`src/pkg/pd_bmc_cfg.svh`:
```
// Timing and reset constants of the biphase-mark line coder
`ifndef PD_BMC_CFG_SVH
`define PD_BMC_CFG_SVH

// =============================================================
// Clock
`define PD_CLK_MHZ          40

// =============================================================
// Bit timing in ns
`define PD_UI_NS            3333
`define PD_RX_SHORT_NS      757
`define PD_RX_HALF_MAX_NS   2500
`define PD_RX_FULL_MAX_NS   4630

// =============================================================
// Derived cycle counts; least times round up, longest round down
`define PD_UI_CYC           ((`PD_UI_NS * `PD_CLK_MHZ) / 1000)
`define PD_RX_SHORT_CYC     ((`PD_RX_SHORT_NS * `PD_CLK_MHZ + 999) / 1000)
`define PD_RX_HALF_MAX_CYC  ((`PD_RX_HALF_MAX_NS * `PD_CLK_MHZ) / 1000)
`define PD_RX_FULL_MAX_CYC  ((`PD_RX_FULL_MAX_NS * `PD_CLK_MHZ) / 1000)

// =============================================================
// Preamble length and reset values
`define PD_PREAMBLE_BITS    64
`define PD_LEVEL_RST        4'h0

`endif

```
`src/pkg/pd_bmc_pkg.sv`:
```
// Types shared by the biphase-mark line coder
package pd_bmc_pkg;

    // =========================================================
    // Transmit sequencer states
    typedef enum logic [1:0]
    {
        ST_IDLE   = 2'b00,
        ST_ENABLE = 2'b01,
        ST_CELL   = 2'b10,
        ST_CLOSE  = 2'b11
    } tx_state_t;

endpackage

```
`src/pkg/rx_link_if.sv`:
```
// Link between the line coder and its receive decoder
`timescale 1ns/100ps

interface rx_link_if;
    logic line_in;
    logic enable;
    logic bit_valid;
    logic bit_value;
    logic bit_error;

    modport phy
    (
        output line_in,
        output enable,
        input  bit_valid,
        input  bit_value,
        input  bit_error
    );

    modport decoder
    (
        input  line_in,
        input  enable,
        output bit_valid,
        output bit_value,
        output bit_error
    );
endinterface

```
`src/logic/bmc_rx_decoder.sv`:
```
// Receive decoder: edge interval measurement and bit recovery
`timescale 1ns/100ps
`include "pd_bmc_cfg.svh"

module bmc_rx_decoder
    import pd_bmc_pkg::*;
#(
    parameter int SHORT_CYC    = `PD_RX_SHORT_CYC,
    parameter int HALF_MAX_CYC = `PD_RX_HALF_MAX_CYC,
    parameter int FULL_MAX_CYC = `PD_RX_FULL_MAX_CYC
)
(
    input wire logic   clk_sys,
    input wire logic   nrst,
    rx_link_if.decoder link
);

    logic [7:0] gap;
    logic       prev;
    logic       half_seen;
    logic       edge_seen;
    logic       short_gap;
    logic       half_gap;
    logic       full_gap;

    assign edge_seen = link.enable && (link.line_in != prev);
    assign short_gap = gap < 8'(SHORT_CYC);
    assign half_gap  = !short_gap && (gap <= 8'(HALF_MAX_CYC));
    assign full_gap  = !short_gap && !half_gap
                       && (gap <= 8'(FULL_MAX_CYC));

    // =========================================================
    // Interval counter; saturation marks an idle line
    always_ff @(posedge clk_sys or negedge nrst)
    begin
        if (!nrst)
        begin
            // Start saturated so the first edge after reset only times
            gap  <= 8'hff;
            prev <= 1'b0;
        end
        else
        begin
            prev <= link.line_in;
            // Own transmission counts as idle; the release edge is no bit
            if (!link.enable)
                gap <= 8'hff;
            else if (edge_seen)
                gap <= 8'h01;
            else if (gap != 8'hff)
                gap <= gap + 8'h01;
        end
    end

    // =========================================================
    // Bit recovery; an edge after a long gap only starts timing,
    // so a lost first preamble edge costs nothing
    always_ff @(posedge clk_sys or negedge nrst)
    begin
        if (!nrst)
        begin
            half_seen      <= 1'b0;
            link.bit_valid <= 1'b0;
            link.bit_value <= 1'b0;
            link.bit_error <= 1'b0;
        end
        else
        begin
            link.bit_valid <= 1'b0;
            link.bit_error <= 1'b0;
            if (!link.enable)
                half_seen <= 1'b0;
            else if (edge_seen)
            begin
                if (short_gap)
                begin
                    link.bit_error <= 1'b1;
                    half_seen      <= 1'b0;
                end
                else if (half_gap)
                begin
                    half_seen <= !half_seen;
                    if (half_seen)
                    begin
                        link.bit_valid <= 1'b1;
                        link.bit_value <= 1'b1;
                    end
                end
                else if (full_gap)
                begin
                    half_seen <= 1'b0;
                    if (half_seen)
                        link.bit_error <= 1'b1;
                    else
                    begin
                        link.bit_valid <= 1'b1;
                        link.bit_value <= 1'b0;
                    end
                end
                else
                    half_seen <= 1'b0;
            end
        end
    end

    a_rx_short_error:
    assert property (@(posedge clk_sys) disable iff (!nrst)
        (edge_seen && short_gap) |=> link.bit_error && !link.bit_valid)
    else $error("short interval not flagged");

    a_rx_two_halves:
    assert property (@(posedge clk_sys) disable iff (!nrst)
        (edge_seen && half_gap && half_seen)
        |=> link.bit_valid && link.bit_value)
    else $error("two half intervals did not give a one");

endmodule

```
`src/logic/pd_bmc_line_phy.sv`:
```
// Biphase-mark line coder for the configuration channel wire
//
// How it works
// - Every bit cell starts with a transition
// - One bits add a mid-cell transition
// - Disparity bounded: no level held longer than one bit
// - Preamble starts by driving the line low
// - One closing edge follows the last bit
// - Only the orientation-selected pin carries traffic
// - Driver overrides pin bias while sending
// - Driver released to high impedance when idle
// - Firmware-set peak level selects drive levels
`timescale 1ns/100ps
`include "pd_bmc_cfg.svh"

module pd_bmc_line_phy
    import pd_bmc_pkg::*;
#(
    parameter int BIT_CYCLES    = `PD_UI_CYC,
    parameter int PREAMBLE_BITS = `PD_PREAMBLE_BITS,
    parameter int LEVEL_W       = 4
)
(
    input  wire logic               clk_sys,
    input  wire logic               nrst,
    input  wire logic               orientation,
    input  wire logic [LEVEL_W-1:0] tx_peak_level,
    input  wire logic               tx_start,
    input  wire logic               tx_valid,
    input  wire logic               tx_bit,
    input  wire logic               tx_last,
    output      logic               tx_ready,
    output      logic               tx_busy,
    output      logic               tx_underrun,
    output      logic [LEVEL_W-1:0] tx_level,
    input  wire logic               config_channel_pin_a_in,
    output      logic               config_channel_pin_a_out,
    output      logic               config_channel_pin_a_oe,
    input  wire logic               config_channel_pin_b_in,
    output      logic               config_channel_pin_b_out,
    output      logic               config_channel_pin_b_oe,
    output      logic               rx_bit_valid,
    output      logic               rx_bit_value,
    output      logic               rx_bit_error
);

    localparam int HALF_CYCLES = BIT_CYCLES / 2;

    tx_state_t  state;
    logic [7:0] cnt;
    logic [7:0] pre_idx;
    logic       line;
    logic       cur_bit;
    logic       last_flag;
    logic       drive;
    logic       orient_q;
    logic       cell_end;
    logic       in_preamble;
    logic       selected_config_channel_pin;
    logic [7:0] run;
    logic       line_q;

    rx_link_if link ();

    assign cell_end    = (state == ST_CELL) && (cnt == 8'(BIT_CYCLES - 1));
    assign in_preamble = pre_idx != 8'(PREAMBLE_BITS);
    assign tx_ready    = cell_end && !last_flag && !in_preamble;
    assign tx_busy     = drive;

    // =========================================================
    // Transmit sequencer; underrun ends the frame like a last bit
    always_ff @(posedge clk_sys or negedge nrst)
    begin
        if (!nrst)
        begin
            state       <= ST_IDLE;
            cnt         <= 8'h00;
            pre_idx     <= 8'h00;
            line        <= 1'b0;
            cur_bit     <= 1'b0;
            last_flag   <= 1'b0;
            tx_underrun <= 1'b0;
        end
        else
        begin
            tx_underrun <= 1'b0;
            case (state)
                ST_IDLE:
                begin
                    line      <= 1'b0;
                    cnt       <= 8'h00;
                    pre_idx   <= 8'h00;
                    last_flag <= 1'b0;
                    if (tx_start)
                        state <= ST_ENABLE;
                end
                ST_ENABLE:
                begin
                    state   <= ST_CELL;
                    line    <= !line;
                    cur_bit <= 1'b0;
                    pre_idx <= 8'h01;
                end
                ST_CELL:
                begin
                    cnt <= cnt + 8'h01;
                    if (cnt == 8'(HALF_CYCLES - 1) && cur_bit)
                        line <= !line;
                    if (cell_end)
                    begin
                        cnt  <= 8'h00;
                        line <= !line;
                        if (last_flag)
                            state <= ST_CLOSE;
                        else if (in_preamble)
                        begin
                            cur_bit <= pre_idx[0];
                            pre_idx <= pre_idx + 8'h01;
                        end
                        else if (tx_valid)
                        begin
                            cur_bit   <= tx_bit;
                            last_flag <= tx_last;
                        end
                        else
                        begin
                            state       <= ST_CLOSE;
                            tx_underrun <= 1'b1;
                        end
                    end
                end
                ST_CLOSE:
                begin
                    cnt <= cnt + 8'h01;
                    if (cnt == 8'(HALF_CYCLES - 1))
                    begin
                        state <= ST_IDLE;
                        line  <= 1'b0;
                    end
                end
                default:
                    state <= ST_IDLE;
            endcase
        end
    end

    // =========================================================
    // Driver enable, orientation and peak level are frozen per frame
    always_ff @(posedge clk_sys or negedge nrst)
    begin
        if (!nrst)
        begin
            drive    <= 1'b0;
            orient_q <= 1'b0;
            tx_level <= LEVEL_W'(`PD_LEVEL_RST);
        end
        else
        begin
            if (state == ST_IDLE && tx_start)
            begin
                drive    <= 1'b1;
                orient_q <= orientation;
                tx_level <= tx_peak_level;
            end
            else if (state == ST_CLOSE && cnt == 8'(HALF_CYCLES - 1))
                drive <= 1'b0;
        end
    end

    // =========================================================
    // Pin steering; the unselected pin is never driven
    assign config_channel_pin_a_oe  = drive && !orient_q;
    assign config_channel_pin_b_oe  = drive && orient_q;
    assign config_channel_pin_a_out = line && !orient_q;
    assign config_channel_pin_b_out = line && orient_q;

    // =========================================================
    // Receive path listens only to the selected pin, and not to
    // our own transmission
    assign selected_config_channel_pin = orientation ?
        config_channel_pin_b_in : config_channel_pin_a_in;
    assign link.line_in = selected_config_channel_pin;
    assign link.enable  = !drive;
    assign rx_bit_valid = link.bit_valid;
    assign rx_bit_value = link.bit_value;
    assign rx_bit_error = link.bit_error;

    // A lost first edge just lands in the idle-gap branch
    bmc_rx_decoder u_rx
    (
        .clk_sys (clk_sys),
        .nrst    (nrst),
        .link    (link)
    );

    // =========================================================
    // Run length helper for the disparity check
    always_ff @(posedge clk_sys or negedge nrst)
    begin
        if (!nrst)
        begin
            run    <= 8'h00;
            line_q <= 1'b0;
        end
        else
        begin
            line_q <= line;
            if (state != ST_CELL || line != line_q)
                run <= 8'h00;
            else if (run != 8'hff)
                run <= run + 8'h01;
        end
    end

    a_run_bounded:
    assert property (@(posedge clk_sys) disable iff (!nrst)
        run <= 8'(BIT_CYCLES))
    else $error("line held longer than one bit");

    a_cell_edge:
    assert property (@(posedge clk_sys) disable iff (!nrst)
        cell_end |=> line != $past(line))
    else $error("bit cell did not start with an edge");

    a_mid_edge:
    assert property (@(posedge clk_sys) disable iff (!nrst)
        (state == ST_CELL && cnt == 8'(HALF_CYCLES - 1))
        |=> ((line != $past(line)) == $past(cur_bit)))
    else $error("mid-cell edge does not match bit value");

    a_start_low:
    assert property (@(posedge clk_sys) disable iff (!nrst)
        (state == ST_ENABLE) |-> drive && !line ##1 line)
    else $error("preamble did not start low");

    a_close_edge:
    assert property (@(posedge clk_sys) disable iff (!nrst)
        $rose(state == ST_CLOSE) |-> line != $past(line) && drive)
    else $error("missing closing edge");

    a_pin_select:
    assert property (@(posedge clk_sys) disable iff (!nrst)
        !(config_channel_pin_a_oe && config_channel_pin_b_oe)
        && !(config_channel_pin_a_oe && orient_q))
    else $error("unselected pin driven");

    a_drive_override:
    assert property (@(posedge clk_sys) disable iff (!nrst)
        (state == ST_CELL || state == ST_CLOSE)
        |-> config_channel_pin_a_oe || config_channel_pin_b_oe)
    else $error("driver not enabled while sending");

    a_idle_release:
    assert property (@(posedge clk_sys) disable iff (!nrst)
        (state == ST_IDLE)
        |-> !config_channel_pin_a_oe && !config_channel_pin_b_oe)
    else $error("pin driven while idle");

    a_peak_level:
    assert property (@(posedge clk_sys) disable iff (!nrst)
        $rose(drive) |-> tx_level == $past(tx_peak_level))
    else $error("peak level not taken at frame start");

    a_enable_trail:
    assert property (@(posedge clk_sys) disable iff (!nrst)
        $fell(drive) |-> $past(state) == ST_CLOSE
        && $past(cnt) == 8'(HALF_CYCLES - 1))
    else $error("driver released before half bit after close");

endmodule

```
`config.mk`:
```
export PLATFORM = sky130hd
export DESIGN_NAME = pd_bmc_line_phy
export DESIGN_NICKNAME = d
export VERILOG_FILES = /design/src/pkg/pd_bmc_pkg.sv /design/src/pkg/rx_link_if.sv /design/src/logic/bmc_rx_decoder.sv /design/src/logic/pd_bmc_line_phy.sv
export VERILOG_INCLUDE_DIRS = /design/src /design/src/pkg
export SDC_FILE = /design/constraint.sdc
export NUM_CORES = 1
export LEC_CHECK = 0
export BUFFER_PORTS_ARGS = -buffer_cell sky130_fd_sc_hd__buf_2
export CAP_MARGIN = 15
export CELL_PAD_IN_SITES_DETAIL_PLACEMENT = 2
export CELL_PAD_IN_SITES_GLOBAL_PLACEMENT = 2
export CORE_MARGIN = 10
export CORE_UTILIZATION = 33
export CTS_CLUSTER_DIAMETER = 120
export CTS_CLUSTER_SIZE = 24
export DETAILED_ROUTE_END_ITERATION = 12
export PLACE_DENSITY_LB_ADDON = 0.1
export SETUP_SLACK_MARGIN = 0.1
export SLEW_MARGIN = 0
export SYNTH_ARGS = -nofsm -noshare
export SYNTH_HDL_FRONTEND = slang
export SYNTH_SLANG_ARGS = --single-unit
```
`constraint.sdc`:
```
create_clock -name clk_sys -period 2.02 [get_ports clk_sys]
set_input_delay 0.303 -clock clk_sys [delete_from_list [all_inputs] [get_ports clk_sys]]
set_output_delay 0.303 -clock clk_sys [all_outputs]
set_load 0.02 [all_outputs]
```
==> results by group, run 1 <==
Status
  • Outcome: complete, but fails checks
  • Failing checks: setup timing

Critical path
  • CP Capture Type: primary output
  • FF-to-FF Start: cnt[1]
  • Worst path required time: 1.72 ns
  • R2R setup slack: -0.04 ns
  • Worst reg2reg path depth: 9
  • CP startpoint kind: register
  • CP Max Fanout: 3
  • Crit Reg-Reg Endpoint: cur_bit
  • CP Class: register to primary output
  • Worst endpoint data arrival time: 1.78 ns

Logic synthesis
  • Yosys cell types: 50
  • Post-synthesis mux area share: 5.90%
  • Syn Nets: 274
  • Async S/R FF share, synth: 100%
  • Syn avg cell area: 9.70 sq um
  • Share of the yosys chip area belonging to registers: 43.3%
  • Xor and xnor fraction of the mapped netlist area: 3.66%
  • Number of synthesized register bits: 41
  • YS warnings: 0
  • Post-synthesis compound-gate area fraction: 16.4%
  • Main flop type after synthesis: dfrtp_1
  • Post-Syn Instances: 247
  • Leading area contributor after synthesis: dfrtp_1
  • Synth area leaders: dfrtp_1 (34%), dfstp_2 (8.8%), ha_1 (7.3%), mux2_2 (4.2%), nand2_1 (4.2%)
  • Share of the synthesized area in the top cell type: 34.5%
  • Post-synth EDFFs: 0
  • Simple-gate share of the synthesized area: 20.6%
  • Adder-cell share of the synthesized area: 7.31%
  • Synth Cell Area: 2390 sq um
  • Largest family of logic cells by synthesized area: simple AND/OR/NAND/NOR gates

Floorplan
  • Die W: 105 um
  • Row cnt: 30
  • # IOs: 27
  • Core ar.: 6910 sq um
  • Die height: 105 um
  • Initial core utilization: 34.7%
  • Total Die Area: 11100 sq um

Power and ir drop
  • Overall power consumption: 1.58 mW
  • Total power divided by cell area: 460 nW/um^2
  • VDD IR max: 334 uV
  • LEAKAGE: 1.55 nW

STA
  • Clock skew: 0.00903 ns
  • Slew Limit Fails: 0
  • Tmin final: 2.08 ns
  • RSZ-0062 raised after global routing: yes
  • WHS: 0.221 ns
  • Tcrit/Tclk final: 103%
  • Setup violators final: 3
  • Max Freq: 481 MHz
  • Slew HR: 65.0%
  • Worst Tran Pin Value: 0.525 ns
  • Setup TNS: -0.125 ns
  • Setup WS post-layout: -0.0583 ns
  • Fin. Hold Viols: 0

Hold path
  • HP Start: tx_peak_level[1]
  • Worst hold path type: input port to register
  • Hold Path Stages: 2
  • Worst hold path endpoint: tx_level[1]

Clock tree
  • CTS Sinks: 41
  • CTS tree: yes
  • Worst-path clk slew: 0.10 ns
  • Root buffer cell: clkbuf_8
  • Worst-case clock buffer depth: 2
  • H-tree levels: 2
  • Worst skew pair latency: 0.31 ns
  • Total clock buffers created by CTS: 5

Routing
  • Via count: 2261
  • Iter 0 DRT Violations: 50
  • Drt wl/cell: 20.6 um
  • Pre-antenna DRT Iters: 4
  • # DRC: 0
  • Post-route ant nets: 0
  • Total wire length: 8710 um
  • Via density: 5.35

GRT
  • Antenna violations before repair: 0
  • Total congestion overflow: 0
  • First-pass GRT wire length: 13000 um
  • Pin count of the biggest net entering global routing: 22
  • Vias in the first global route: 2490
  • GRT Overall Usage: 14.6%

Final layout
  • FF+latch area: 1040 sq um
  • Fin cells: 423
  • Filler cell count: 746
  • Final #Nets: 353
  • Util after Layout: 49.8%
  • Diode count: 0
  • Layout cells sized above 1: 45.6%
  • Area grow syn2layout: 43.7%
  • Multi-input gate area: 1520 sq um

Placed design
  • IO buf count: 26
  • Detailed placer's ending HPWL: 5310 um
  • RePlAce Congestion: 0.765
  • Dpl cells: 386

Job
  • Max_cap viols: 0
-- what timing repair did --
action	CTS	global route
endpoints found under the setup margin	15	28
gates cloned	1	0
pin swaps	16	21
gates resized for setup	24	44
endpoints found under the hold margin	18	0
setup buffers	16	11
hold buffers	1	0
-- layout make-up --
| type | count | area share, % |
|---|---|---|
| clock buffer | 5 | 2.00 |
| tap | 96 | 3.49 |
| clock inverter | 3 | 1.34 |
| inverter | 13 | 1.42 |
| sequential | 41 | 30.3 |
| multi-input combinational | 188 | 44.1 |
| timing repair buffer | 77 | 17.3 |
-- cells in the mapped netlist (6+ instances only) --
master / n
a21oi_1: 6
dfrtp_1: 33
dfstp_2: 8
ha_1: 14
inv_1: 13
mux2_2: 9
nand2_1: 27
nand3_1: 12
nor2_1: 16
nor2b_1: 10
nor3_1: 8
o21ai_0: 19
-- where the power goes --
part	internal, mW	leakage [nW]	switching (mW)
clock network	0.371	0.0543	0.341
registers	0.822	0.510	0.000800
logic	0.0177	0.988	0.0319
-- cells in the final DEF (no fill, tap or decap), types with 5 or more instances in the layout --
cell type	Yosys	layout
buf_6	0	9
inv_1	13	9
dfrtp_1	33	28
a22o_1	5	5
xor2_1	5	5
dfrtp_2	0	5
buf_2	0	25
dfstp_2	8	8
o21ai_1	0	5
a21oi_1	6	6
nand2_1	27	26
ha_1	14	8
nor2_1	16	11
mux2_2	9	9
nor3_1	8	5
o21ai_0	19	13
nand3_1	12	8
nor2b_1	10	8
xnor2_1	5	5
clkbuf_8	0	5
buf_4	0	39
-- state kept, by name, summed over array words and instances (netlist names) --
name	cells
cnt	8
cur_bit	1
last_flag	1
line	1
orient_q	1
pre_idx	8
state	2
tx_busy	1
tx_level	4
tx_underrun	1
u_rx.gap	8
u_rx.half_seen	1
u_rx.link.bit_error	1
u_rx.link.bit_valid	1
u_rx.link.bit_value	1
u_rx.prev	1
-- layer usage --
layer	up-vias	wire, um	share of wire [%]	track usage, %
li1	1041	-	-	-
met1	1184	3600	41	15.6
met2	30	4810	55	27.4
met3	6	207	2.4	2.95
met4	0	87	1.0	5.00
met5	-	0	0	0
-- worst max path at each step --
stage                start             endpoint  slack [ns]  depth (start not counted)
3_3_place_gp   u_rx.gap[0]  u_rx.link.bit_value        0.05                          9
3_5_place_dp   u_rx.gap[1]  u_rx.link.bit_value       -0.01                          9
5_1_grt             cnt[1]              cur_bit       -0.12                          9
2_1_floorplan  u_rx.gap[0]  u_rx.link.bit_value        0.10                          9
6_report        pre_idx[3]             tx_ready       -0.06                          5
4_1_cts             cnt[3]             tx_ready       0.008                          4
-- through the flow --
stage                     setup slack (ns)  cell area, sq um
final                              -0.0583              3440
after global routing                -0.119              3440
after global placement              0.0521              2820
after floorplan                      0.101              2410
after CTS                          0.00842              3180
after detailed placement           -0.0101              2820
-- worst max-delay path, cell delays in order (launching register included) --
cell and delay (ns):
dfrtp_2 0.44, nor4b_4 0.33, nand3_2 0.18, buf_6 0.16, nor3_4 0.21, buf_6 0.14
-- kinds of logic (layout without fill, tap and decap cells) --
group / count (synthesis) / count (layout)
XOR/XNOR: 10 / 10
buffers and inverters: 18 / 98
AO/OA/AOI/OAI: 57 / 57
adder cells (fa/ha/maj): 14 / 14
AND/OR/NAND/NOR: 94 / 94
multiplexers: 13 / 13
flip-flops: 41 / 41
Power figures use the tool's default switching activity.
==> inputs of run 2 (changes only) <==
--- a/config.mk
+++ b/config.mk
@@ -15,9 +15,9 @@
 export CTS_CLUSTER_DIAMETER = 120
 export CTS_CLUSTER_SIZE = 24
 export DETAILED_ROUTE_END_ITERATION = 12
-export PLACE_DENSITY_LB_ADDON = 0.1
+export PLACE_DENSITY = 0.84
 export SETUP_SLACK_MARGIN = 0.1
-export SLEW_MARGIN = 0
+export SLEW_MARGIN = 25
 export SYNTH_ARGS = -nofsm -noshare
 export SYNTH_HDL_FRONTEND = slang
 export SYNTH_SLANG_ARGS = --single-unit
==> run 2 against run 1 <==
The run still ends with setup timing left. Flip-flop and latch count unchanged. First-iteration DRC count up 14%. Sequential share of layout area up 1.0 points. Clock-buffer cell count unchanged. Combinational power down 4.2%. Sequential power about the same. Critical path type unchanged.
==> results by group, run 2 (synthesis gave the netlist of run 1 again) <==
Routing
  • Via density: 5.33 (-0.33%)
  • Pre-antenna DRT Iters: 4 (unchanged)
  • Iter 0 DRT Violations: 57 (+14%)
  • # DRC: 0 (unchanged)
  • Drt wl/cell: 21.7 um (+5.7%)
  • Via count: 2211 (-2.2%)
  • Post-route ant nets: 0 (unchanged)
  • Total wire length: 9030 um (+3.7%)

Final layout
  • Area grow syn2layout: 38.3%
  • Most common cell after layout, fill and taps aside: buf_4
  • Largest registers: cnt (8), pre_idx (8), u_rx.gap (8)
  • Diode count: 0 (unchanged)
  • Commonest cells after routing, fill and taps aside: buf_4 (35), dfrtp_1 (32), nand2_1 (26)
  • Layout cells sized above 1: 40.8% (-4.8 points)
  • Final #Nets: 345 (-2.3%)
  • Final instance area: 3310 sq um (-3.8%)

Critical path
  • Largest delay contributor family on the critical path: buffers and inverters
  • Critical Path Sink: tx_ready
  • CP max stage delay: 0.41 ns (-0.03 ns)
  • Worst path required time: 1.72 ns (about the same)
  • R2R setup slack: 0.01 ns (+0.05 ns)
  • CP cell instances: inv_1, ha_4, buf_8, nand2b_1, nor3_4, buf_6
  • CP Class: register to primary output
  • CP Capture Type: primary output
  • CP Max Fanout: 12 (+9)
  • Crit Reg-Reg Endpoint: pre_idx[6]
  • Worst reg2reg path depth: 6 (-3)
  • CP startpoint kind: register
  • WP buf/inv: 3 (+1)
  • Critical Path Start: state[0]
  • FF-to-FF Start: pre_idx[4]
  • Worst endpoint data arrival time: 1.75 ns (-0.03 ns)
  • CP max stage cell: dfrtp_1
  • Cell depth of the worst setup path: 6 (+1)

Hold path
  • Worst hold path type: input port to register

GRT
  • Pin count of the biggest net entering global routing: 23 (+4.5%)
  • GRT Overall Usage: 15.1% (+0.53 points)
  • Antenna violations before repair: 0 (unchanged)
  • First-pass GRT wire length: 13700 um (+4.9%)
  • Vias in the first global route: 2535 (+1.8%)
  • Total congestion overflow: 0 (unchanged)

Clock tree
  • CTS tree: yes
  • Root buffer cell: clkbuf_8
  • H-tree levels: 2 (unchanged)
  • Worst-path clk slew: 0.10 ns (about the same)
  • Worst skew pair latency: 0.31 ns (about the same)
  • Total clock buffers created by CTS: 5 (unchanged)
  • CTS Sinks: 41 (unchanged)
  • Worst-case clock buffer depth: 2 (unchanged)

Placed design
  • Pre-CTS WS: -0.132 ns (-0.122 ns)
  • RePlAce Congestion: 0.797 (+4.2%)
  • Placed inst area: 2820 sq um (-0.27%)
  • Detailed placer's ending HPWL: 5540 um (+4.4%)
  • IO buf count: 26 (unchanged)

STA
  • Slew Limit Fails: 0 (unchanged)
  • RSZ-0062 raised after global routing: yes
  • Clock skew: 0.0103 ns (+0.00129 ns)
  • Slew HR: 66.9% (+1.9 points)
  • Max Freq: 488 MHz (+1.4%)
  • Fin. Hold Viols: 0 (unchanged)
  • Setup WS post-layout: -0.0298 ns (+0.0285 ns)
  • Tmin final: 2.05 ns (-0.0285 ns)
  • Setup TNS: -0.0298 ns (+0.0957 ns)
  • Setup violators final: 1 (-2)
  • Tcrit/Tclk final: 101% (-1.4 points)
  • Worst Tran Pin Value: 0.497 ns (-0.0279 ns)

Floorplan
  • Total Die Area: 11100 sq um (unchanged)
  • # IOs: 27 (unchanged)
  • Die W: 105 um (unchanged)
  • Die height: 105 um (unchanged)
  • Row cnt: 30 (unchanged)
  • Initial core utilization: 34.7% (unchanged)
  • Core ar.: 6910 sq um (unchanged)

Job
  • Max_cap viols: 0 (unchanged)

Power and ir drop
  • LEAKAGE: 1.51 nW (-3.0%)
  • VDD IR max: 374 uV (+12%)
  • Total power divided by cell area: 476 nW/um^2 (+3.4%)

Status
  • Outcome: complete, but fails checks
  • Failing checks: setup timing
[run 2: cell count changes in the layout (fill, tap and decap cells not counted), moves of 4 or more]
cell     before  now
dfrtp_2       5    1
buf_4        39   35
buf_6         9    4
o21ai_1       5    1
dfrtp_1      28   32
[run 2: layout make-up]
type,count,area (sq um)
clock buffer,5,68.8
timing repair buffer,69,531
sequential,41,1040
inverter,13,51.3
multi-input combinational,188,1460
clock inverter,3,46.3
fill,757,3590
tap,96,120
[run 2: through the flow]
stage | utilization, % | instances | total power [mW] | hold slack, ns
after floorplan | - | 247 | 0.847 | 0.00741
after detailed placement | 40.8 | 385 | 0.886 | 0.301
after global routing | 48.0 | 415 | 1.64 | 0.231
after CTS | 46.0 | 410 | 1.59 | 0.224
final | 48.0 | 415 | 1.58 | 0.222
after global placement | 40.8 | 385 | 0.884 | 0.293
[run 2: routing by layer]
layer,vias to the layer above,wire (um),GRT usage (%)
li1,1026,-,-
met1,1146,3820,17.2
met2,31,4880,27.8
met3,8,241,3.56
met4,0,87,3.14
met5,-,0,0
[run 2: what timing repair did]
action	4_1_cts	5_1_grt
setup endpoints to repair	20	27
pin swaps	13	14
cloned	1	0
resized for setup	22	23
hold endpoints to repair	14	0
hold buffers	1	0
setup buffers	15	5
[run 2: power by group]
part	leakage [nW]	total, mW	switching, mW	internal, mW
sequential	0.516	0.823	0.00104	0.822
combinational	0.934	0.0476	0.0300	0.0177
clock	0.0543	0.706	0.335	0.371
total	1.51	1.58	0.366	1.21
[run 2: how the worst min path moves through the flow]
stage	from	endpoint	slack, ns	cells past startpoint
floorplan	nrst	cnt[0]	0.007	0
global placement	nrst	last_flag	0.29	1
detailed placement	nrst	tx_underrun	0.30	1
CTS	tx_valid	tx_underrun	0.22	2
global route	tx_peak_level[1]	tx_level[1]	0.23	2
finish	tx_peak_level[0]	tx_level[0]	0.22	2
